--- config.mk ---
export PLATFORM = sky130hd
export DESIGN_NAME = lnb_dev_flat
export DESIGN_NICKNAME = d
export VERILOG_FILES = /design/src/rtl/lnb_pkg.sv /design/src/rtl/lnb_if.sv /design/src/rtl/lnb_dev.sv /design/src/flat_wrapper.sv
export VERILOG_INCLUDE_DIRS = /design/src /design/src/rtl
export SDC_FILE = /design/constraint.sdc
export NUM_CORES = 1
export LEC_CHECK = 0
export BUFFER_PORTS_ARGS = -buffer_cell sky130_fd_sc_hd__buf_2
export CORE_ASPECT_RATIO = 0.5
export CORE_MARGIN = 2
export CORE_UTILIZATION = 60
export CTS_BUF_LIST = sky130_fd_sc_hd__clkbuf_4
export DETAILED_ROUTE_END_ITERATION = 7
export PLACE_DENSITY = 0.81
export SYNTH_ARGS = -nofsm -noshare
export SYNTH_HDL_FRONTEND = slang
export SYNTH_SLANG_ARGS = --single-unit
--- constraint.sdc ---
create_clock -name clk_i -period 3.5 [get_ports clk_i]
set_input_delay 0 -clock clk_i [delete_from_list [all_inputs] [get_ports clk_i]]
set_output_delay 0 -clock clk_i [all_outputs]
set_load 0.02 [all_outputs]
--- src/rtl/lnb_regs.svh ---
// Overview of operation
// - external select takes keying waveform as tone
// - tone follows key frequency and duty
// - host sets select and enable first
// - external mode: start 1us, stop 60us
// - envelope mode: tone while key high
// - envelope: start 6us, stop 15-60us
// - low loss bit only without tone
// - host clears low loss before tone
// - host sets enable before, clears after
// - bypass drive asserted during tone
// - sense tone demodulated to detect output
// - four bit voltage field in data one
// - eight diagnostic bits, zero when healthy
// - overload overheat supply flags latch until read
// - fault pin low while latched flag set
// - vout low flag follows monitor while enabled
// - tone present flag set on detection
// - continuous tone: key high, select zero
// Purpose: register offsets, fields and timing for the tone and fault block
// Assumes: 40 MHz clock
// Notes: offsets are word byte addresses
`ifndef LNB_REGS_SVH
`define LNB_REGS_SVH
`define LNB_CLK_MHZ 40
`define LNB_ADR_DATA1 4'h0
`define LNB_ADR_CTRL 4'h4
`define LNB_ADR_STAT1 4'h8
`define LNB_ADR_STAT2 4'hC
`define LNB_CTRL_TONE_ON 0
`define LNB_CTRL_EXT 1
`define LNB_CTRL_LOWLOSS 2
`define LNB_EXT_START_US 1
`define LNB_EXT_STOP_US 60
`define LNB_ENV_START_US 6
`define LNB_ENV_STOP_US 30
`define LNB_DET_HOLD_US 60
`define LNB_HALF_PERIOD_NS 22727
`define LNB_WB_DEV 4'h2
`define LNB_WB_KEY 8'h10
`define LNB_WB_IRQ 8'h14
`define LNB_WB_MASK 8'h18
`endif

--- src/rtl/lnb_pkg.sv ---
// Purpose: shared types
// Assumes: nothing
// Notes: none
package lnb_pkg;
    typedef enum logic [1:0] {LNB_IDLE, LNB_START, LNB_ON, LNB_STOP} lnb_tone_e;
endpackage

--- src/rtl/lnb_if.sv ---
// Purpose: pins between regulator logic and host
// Assumes: fault pin open drain, resolved by bench
// Notes: register access is a simple strobe bus on the pins
`timescale 1ns/1ps
`default_nettype none
interface lnb_if;
    logic tone_key_in;
    logic tone_detect_out;
    logic filter_bypass_drive;
    logic fault_n_out_o;
    logic fault_n_out_oe_n;
    logic reg_wr;
    logic reg_rd;
    logic [3:0] reg_adr;
    logic [7:0] reg_wdat;
    logic [7:0] reg_rdat;
    modport dev (input tone_key_in, reg_wr, reg_rd, reg_adr, reg_wdat,
        output tone_detect_out, filter_bypass_drive, fault_n_out_o, fault_n_out_oe_n, reg_rdat);
    modport host (output tone_key_in, reg_wr, reg_rd, reg_adr, reg_wdat,
        input tone_detect_out, filter_bypass_drive, fault_n_out_o, fault_n_out_oe_n, reg_rdat);
endinterface
`default_nettype wire

--- src/rtl/lnb_dev.sv ---
// Purpose: tone gating, filter bypass, tone detect and latched diagnostics
// Assumes: analog monitors arrive as asynchronous levels
// Notes: status reads clear latched flags whose cause is gone
//
// The Wishbone slave port and the register offsets were chosen for this implementation.
`include "lnb_regs.svh"
`timescale 1ns/1ps
`default_nettype none
module lnb_dev #(
    parameter int EXT_START = `LNB_EXT_START_US * `LNB_CLK_MHZ,
    parameter int EXT_STOP = `LNB_EXT_STOP_US * `LNB_CLK_MHZ,
    parameter int ENV_START = `LNB_ENV_START_US * `LNB_CLK_MHZ,
    parameter int ENV_STOP = `LNB_ENV_STOP_US * `LNB_CLK_MHZ,
    parameter int DET_HOLD = `LNB_DET_HOLD_US * `LNB_CLK_MHZ,
    parameter int HALF = (`LNB_HALF_PERIOD_NS * `LNB_CLK_MHZ) / 1000
) (
    input wire logic clk_i,
    input wire logic rst_i,
    lnb_if.dev pins,
    input wire logic [5:0] mon_i,
    input wire logic tone_sense_in_i,
    output logic tone_o,
    output logic [3:0] vsel_o,
    output logic low_loss_sel_o
);
    // mon_i: 0 overload,1 overheat,2 supply low,3 vout low,4 tone fault,5 min load
    logic [5:0] m1_q, m2_q;
    logic k1_q, k2_q, s1_q, s2_q, kp_q, sp_q;
    logic [3:0] vsel_q;
    logic [2:0] ctrl_q;
    logic [2:0] latch_q;
    logic sink_q;
    logic present_q, det_q;
    logic [15:0] cnt_q, hc_q, dc_q;
    logic gen_q, tone_q;
    logic [7:0] rdat_q;
    lnb_pkg::lnb_tone_e st_q;
    always_ff @(posedge clk_i) begin
        if (rst_i) begin
            {m1_q, m2_q, k1_q, k2_q, s1_q, s2_q} <= '0;
        end else begin
            m1_q <= mon_i;
            m2_q <= m1_q;
            k1_q <= pins.tone_key_in;
            k2_q <= k1_q;
            s1_q <= tone_sense_in_i;
            s2_q <= s1_q;
        end
    end
    wire tone_on = ctrl_q[`LNB_CTRL_TONE_ON];
    wire ext = ctrl_q[`LNB_CTRL_EXT];
    wire key_edge = k2_q != kp_q;
    // envelope: level high; external: any edge keeps activity alive
    wire active = tone_on && (ext ? key_edge : k2_q);
    wire [15:0] start_n = ext ? 16'(EXT_START) : 16'(ENV_START);
    wire [15:0] stop_n = ext ? 16'(EXT_STOP) : 16'(ENV_STOP);
    wire vout_en = vsel_q != 4'h0;
    wire stat_rd = pins.reg_rd && (pins.reg_adr == `LNB_ADR_STAT1 ||
        pins.reg_adr == `LNB_ADR_STAT2);
    wire [2:0] cause = m2_q[2:0];
    always_ff @(posedge clk_i) begin
        if (rst_i) begin
            st_q <= lnb_pkg::LNB_IDLE;
            cnt_q <= '0;
            kp_q <= 1'b0;
        end else begin
            kp_q <= k2_q;
            unique case (st_q)
                lnb_pkg::LNB_IDLE: if (active) begin
                    st_q <= lnb_pkg::LNB_START;
                    cnt_q <= '0;
                end
                lnb_pkg::LNB_START: if (!(tone_on && (ext || k2_q))) begin
                    st_q <= lnb_pkg::LNB_IDLE;
                end else if (cnt_q + 16'h1 >= start_n) begin
                    st_q <= lnb_pkg::LNB_ON;
                    cnt_q <= '0;
                end else begin
                    cnt_q <= cnt_q + 16'h1;
                end
                lnb_pkg::LNB_ON, lnb_pkg::LNB_STOP: if (active) begin
                    st_q <= lnb_pkg::LNB_ON;
                    cnt_q <= '0;
                end else if (cnt_q + 16'h1 >= stop_n) begin
                    st_q <= lnb_pkg::LNB_IDLE;
                end else begin
                    st_q <= lnb_pkg::LNB_STOP;
                    cnt_q <= cnt_q + 16'h1;
                end
            endcase
        end
    end
    // internal 22 kHz generator
    always_ff @(posedge clk_i) begin
        if (rst_i) begin
            hc_q <= '0;
            gen_q <= 1'b0;
            tone_q <= 1'b0;
        end else begin
            if (hc_q + 16'h1 >= 16'(HALF)) begin
                hc_q <= '0;
                gen_q <= ~gen_q;
            end else begin
                hc_q <= hc_q + 16'h1;
            end
            // external mode: shape follows key, level and edges set here
            tone_q <= (st_q != lnb_pkg::LNB_IDLE && st_q != lnb_pkg::LNB_START) &&
                (ext ? k2_q : gen_q);
        end
    end
    // detector: sense edges retrigger a hold window
    always_ff @(posedge clk_i) begin
        if (rst_i) begin
            sp_q <= 1'b0;
            dc_q <= '0;
            det_q <= 1'b0;
            present_q <= 1'b0;
        end else begin
            sp_q <= s2_q;
            if (s2_q != sp_q) begin
                dc_q <= 16'(DET_HOLD);
                det_q <= 1'b1;
            end else if (dc_q != 16'h0) begin
                dc_q <= dc_q - 16'h1;
            end else begin
                det_q <= 1'b0;
            end
            if (det_q) begin
                present_q <= 1'b1;
            end else if (stat_rd) begin
                present_q <= 1'b0;
            end
        end
    end
    always_ff @(posedge clk_i) begin
        if (rst_i) begin
            vsel_q <= '0;
            ctrl_q <= '0;
            latch_q <= '0;
            sink_q <= 1'b0;
        end else begin
            if (pins.reg_wr && pins.reg_adr == `LNB_ADR_DATA1) begin
                vsel_q <= pins.reg_wdat[3:0];
            end
            if (pins.reg_wr && pins.reg_adr == `LNB_ADR_CTRL) begin
                ctrl_q <= pins.reg_wdat[2:0];
            end
            // set wins; read clears only once cause is gone
            latch_q <= cause | (stat_rd ? 3'b000 : latch_q);
            sink_q <= m2_q[5] & vout_en;
        end
    end
    // status1: 0 ovl,1 ovh,2 supply,3 vout low; status2: 0 tone fault,1 min load,2 sink,3 present
    wire [7:0] stat1 = {4'h0, vout_en & m2_q[3], latch_q};
    wire [7:0] stat2 = {4'h0, present_q, sink_q, m2_q[5], m2_q[4]};
    always_ff @(posedge clk_i) begin
        if (rst_i) begin
            rdat_q <= '0;
        end else if (pins.reg_rd) begin
            unique case (pins.reg_adr)
                `LNB_ADR_DATA1: rdat_q <= {4'h0, vsel_q};
                `LNB_ADR_CTRL: rdat_q <= {5'h00, ctrl_q};
                `LNB_ADR_STAT1: rdat_q <= stat1;
                `LNB_ADR_STAT2: rdat_q <= stat2;
                default: rdat_q <= 8'h00;
            endcase
        end
    end
    assign pins.reg_rdat = rdat_q;
    assign pins.fault_n_out_o = 1'b0;
    assign pins.fault_n_out_oe_n = ~(|latch_q);
    assign pins.filter_bypass_drive = st_q == lnb_pkg::LNB_ON || st_q == lnb_pkg::LNB_STOP;
    assign pins.tone_detect_out = det_q;
    assign tone_o = tone_q;
    assign vsel_o = vsel_q;
    assign low_loss_sel_o = ctrl_q[`LNB_CTRL_LOWLOSS];
endmodule
`default_nettype wire

--- src/flat_wrapper.sv ---
// flat-port wrapper written by rule: the top's interface ports become plain ports
module lnb_dev_flat 
#(
    parameter int EXT_START = `LNB_EXT_START_US * `LNB_CLK_MHZ,
    parameter int EXT_STOP = `LNB_EXT_STOP_US * `LNB_CLK_MHZ,
    parameter int ENV_START = `LNB_ENV_START_US * `LNB_CLK_MHZ,
    parameter int ENV_STOP = `LNB_ENV_STOP_US * `LNB_CLK_MHZ,
    parameter int DET_HOLD = `LNB_DET_HOLD_US * `LNB_CLK_MHZ,
    parameter int HALF = (`LNB_HALF_PERIOD_NS * `LNB_CLK_MHZ) / 1000
)
  (clk_i, rst_i, mon_i, tone_sense_in_i, tone_o, vsel_o, low_loss_sel_o, pins_tone_key_in, pins_reg_wr, pins_reg_rd, pins_reg_adr, pins_reg_wdat, pins_tone_detect_out, pins_filter_bypass_drive, pins_fault_n_out_o, pins_fault_n_out_oe_n, pins_reg_rdat);
  lnb_if pins_i ();
  input wire logic clk_i;
  input wire logic rst_i;
  input wire logic [5:0] mon_i;
  input wire logic tone_sense_in_i;
  output logic tone_o;
  output logic [3:0] vsel_o;
  output logic low_loss_sel_o;
  input wire logic [$bits(pins_i.tone_key_in)-1:0] pins_tone_key_in;
  input wire logic [$bits(pins_i.reg_wr)-1:0] pins_reg_wr;
  input wire logic [$bits(pins_i.reg_rd)-1:0] pins_reg_rd;
  input wire logic [$bits(pins_i.reg_adr)-1:0] pins_reg_adr;
  input wire logic [$bits(pins_i.reg_wdat)-1:0] pins_reg_wdat;
  output wire logic [$bits(pins_i.tone_detect_out)-1:0] pins_tone_detect_out;
  output wire logic [$bits(pins_i.filter_bypass_drive)-1:0] pins_filter_bypass_drive;
  output wire logic [$bits(pins_i.fault_n_out_o)-1:0] pins_fault_n_out_o;
  output wire logic [$bits(pins_i.fault_n_out_oe_n)-1:0] pins_fault_n_out_oe_n;
  output wire logic [$bits(pins_i.reg_rdat)-1:0] pins_reg_rdat;
  assign pins_i.tone_key_in = pins_tone_key_in;
  assign pins_i.reg_wr = pins_reg_wr;
  assign pins_i.reg_rd = pins_reg_rd;
  assign pins_i.reg_adr = pins_reg_adr;
  assign pins_i.reg_wdat = pins_reg_wdat;
  assign pins_tone_detect_out = pins_i.tone_detect_out;
  assign pins_filter_bypass_drive = pins_i.filter_bypass_drive;
  assign pins_fault_n_out_o = pins_i.fault_n_out_o;
  assign pins_fault_n_out_oe_n = pins_i.fault_n_out_oe_n;
  assign pins_reg_rdat = pins_i.reg_rdat;
  lnb_dev #(.EXT_START(EXT_START), .EXT_STOP(EXT_STOP), .ENV_START(ENV_START), .ENV_STOP(ENV_STOP), .DET_HOLD(DET_HOLD), .HALF(HALF)) u_core (.clk_i(clk_i), .rst_i(rst_i), .pins(pins_i), .mon_i(mon_i), .tone_sense_in_i(tone_sense_in_i), .tone_o(tone_o), .vsel_o(vsel_o), .low_loss_sel_o(low_loss_sel_o));
endmodule
==> qor.yml <==
status:
  status: "finished clean"
finish:
  syn2layout_area_growth_pct: 11.4
  nNetsFinal: 573
  drive_above_1_share_pct: 15.4
  fillCellCount: 555
  fin_util_pct: 68.6
  layout.cells.non_filler: 637
logic_synthesis:
  synth_top_cell_by_area: "dfxtp_1"
  synth_most_common_cell: "dfxtp_1"
  syn_area_um2: 4490
  synth_flop_cell: "dfxtp_1"
  yosysWarningCount: 0
  ys_types: 67
  synth-edff-count: 0
  avgSynthCellArea_um2: 9.16
  async_flop_share_pct: 0
  syn_inst: 490
  yosys.area.top_type_share_pct: 38.8
  ys_seq_elements: 87
  ys_seq_area_share_pct: 38.8
  synth_top_cells_by_area: "dfxtp_1 39%, xnor2_1 5.1%, ha_1 3.9%"
  ys_top_cells_by_count: "87 x dfxtp_1, 45 x nor2_1, 29 x nand2_1"
power:
  leakage_uw: 0.00199
  comb_power_share_pct: 23.4
  clock_power_share_pct: 27.2
  seqPwrFrac_pct: 49.3
  swShare_pct: 31.3
  ir_worst_vdd_uv: 246
  powerDensity_nw_per_um2: 479
  p_sw_uw: 750
  internal_power_uw: 1640
floorplanning:
  die_y_um: 65.2
  fp.dieArea_um2: 8230
  io-pin-count: 42
  start_util_pct: 61.5
  coreArea_um2: 7290
  die_w_um: 126
  rows: 22
detailed_routing:
  drc: 0
  routed_via_density: 5.64
  vias: 3591
  antenna_left: 0
  dr_wl_met2_um: 3910
  wl_per_cell_um: 13.9
  dr.pass1.iters: 5
  routed.top_layer: "met4"
  met3_length_um: 444
  drt_iter0_markers: 279
  finalWirelength_um: 8860
  wl_met1_um: 4400
hold_path:
  hold_depth: 4
  min-delay-start: "pins_reg_wr"
  holdPathEnd: "u_core.ctrl_q[2]"
  hp-class: "primary input to register"
job:
  cap_violations: 0
sta:
  final_hold_viol_count: 0
  slew_headroom_pct: 48.0
  fin_crit_ns: 3.29
  rsz0062_at_grt: "false"
  period_share_pct: 94.0
  clock.fmax_ghz: 0.304
  timing.hold.ws_ns: 0.0326
  finalClockSkew_ns: 0.0177
  tns_ns: 0
  drv_slew: 0
  finalSetupViolCount: 0
  worst_pin_slew_ns: 0.775
worst_setup_path:
  arrival_ns: 3.65
  critPathLaunchType: "register"
  crit_fanout: 11
  path_class: "register to register"
  worstReg2RegStart: "u_core.cnt_q[6]"
  reg2reg_to: "u_core.cnt_q[3]"
  endpoint_kind: "register"
  crit_required_ns: 3.86
  rrSetupSlack_ns: 0.21
  reg2reg_depth: 10
grt:
  grt_pass1_wl_um: 15200
  grt_max_degree: 59
  antenna_found_initial: 0
  track_usage_pct: 23.0
  first_global_vias: 3302
  overflow: 0
clocking:
  cts_tree: "built"
  h-tree-depth: 3
  clk_pin_slew_worst_paths_ns: 0.14
  cts_inserted_buffers: 9
  post_cts_buffers: 0
  clock-sinks: 87
  cts_buffer_depth: 2
  root_buffer: "clkbuf_4"
  clkLatencyLatePin_ns: 0.46
placed_design:
  place_inst: 604
  place.detailed.hpwl_um: 6150
  gp_congestion: 0.878
  numPortBuffers: 32
-- flip-flops by register name (all words and copies together) (netlist names), 2 cells and up --
signal	flops
u_core.cnt_q	16
u_core.hc_q	16
u_core.ctrl_q	3
u_core.latch_q	3
u_core.st_q	2
u_core.m2_q	6
u_core.m1_q	6
u_core.dc_q	16
u_core.vsel_o	4
u_core.pins.reg_rdat	4
-- power by group through the flow --
stage	clock network [uW]	logic [uW]	registers (uW)
final	652	561	1180
after detailed placement	0	548	1200
after CTS	661	564	1180
after global routing	696	636	1190
after floorplan	0	460	1180
after global placement	0	530	1200
-- layout by cell type (no fill, tap or decap), drive strengths merged, types with 8 or more instances in the layout --
cell type and instances:
ha 14, dfxtp 87, xnor2 26, conb 11
xor2 12, nor3 12, a21oi 28, nand3 21
clkbuf 9, dlygate4sd3 16, nor2b 24, o21ai 9
inv 13, nand2b 10, nand4 8, nand2 30
mux2i 11, nor2 45, buf 43, and2 11
-- repair_timing --
item	4_1_cts	5_1_grt
endpoints found under the setup margin	0	6
gates resized for setup	0	1
endpoints found under the hold margin	19	0
hold buffers	16	0
-- final cells by class --
| class | count | area (um^2) | area share [%] |
|---|---|---|---|
| clock buffers | 9 | 67.6 | 1.35 |
| diodes | 1 | 2.50 | 0.0500 |
| well taps | 96 | 120 | 2.40 |
| flip-flops and latches | 87 | 1740 | 34.8 |
| repair buffers | 59 | 403 | 8.06 |
| multi-input cells | 366 | 2530 | 50.5 |
| inverters | 12 | 45.0 | 0.901 |
| clock inverters | 7 | 95.1 | 1.90 |
-- cells by family after synthesis --
group                      share of synthesized area (%)
and+or+nand+nor                                     27.3
DFF                                                 38.8
AOI/OAI and AO/OA                                   12.8
buffers and inverters                               5.77
xor gates and xnor gates                            7.42
adders and majority gates                           3.90
muxes                                               3.96
other                                             0.0836
-- stage by stage --
stage               area [um^2]  setup slack, ns  total power (uW)
floorplan                  4530            0.685              1640
global placement           4670            0.361              1730
detailed placement         4670            0.219              1750
CTS                        5000            0.190              2400
global route               5000           0.0117              2530
finish                     5000            0.209              2390
-- worst max-delay path: stages, from the launching register on --
cell       delay [ns]
dfxtp_1          0.49
and3_1           0.37
nand2_1          0.18
xnor2_1          0.16
ha_1             0.36
and3_1           0.17
o2111ai_1        0.12
a311oi_1         0.53
o22ai_2          0.31
and2_4           0.25
a211o_1          0.25
-- metal layers --
layer | vias to the layer above | track usage, %
met5 | - | 0
met4 | 0 | 6.04
met3 | 13 | 5.86
met2 | 90 | 38.4
met1 | 1675 | 30.1
li1 | 1813 | -
-- worst max path at each step --
stage	from	to	slack, ns	depth (start not counted)
global route	u_core.cnt_q[3]	u_core.cnt_q[6]	0.01	11
global placement	u_core.cnt_q[0]	u_core.cnt_q[1]	0.36	11
floorplan	u_core.cnt_q[0]	u_core.cnt_q[2]	0.69	11
finish	u_core.cnt_q[6]	u_core.cnt_q[3]	0.21	10
CTS	u_core.cnt_q[0]	u_core.cnt_q[11]	0.19	12
detailed placement	u_core.cnt_q[0]	u_core.cnt_q[11]	0.22	12
(Power assumes the default switching activity.)
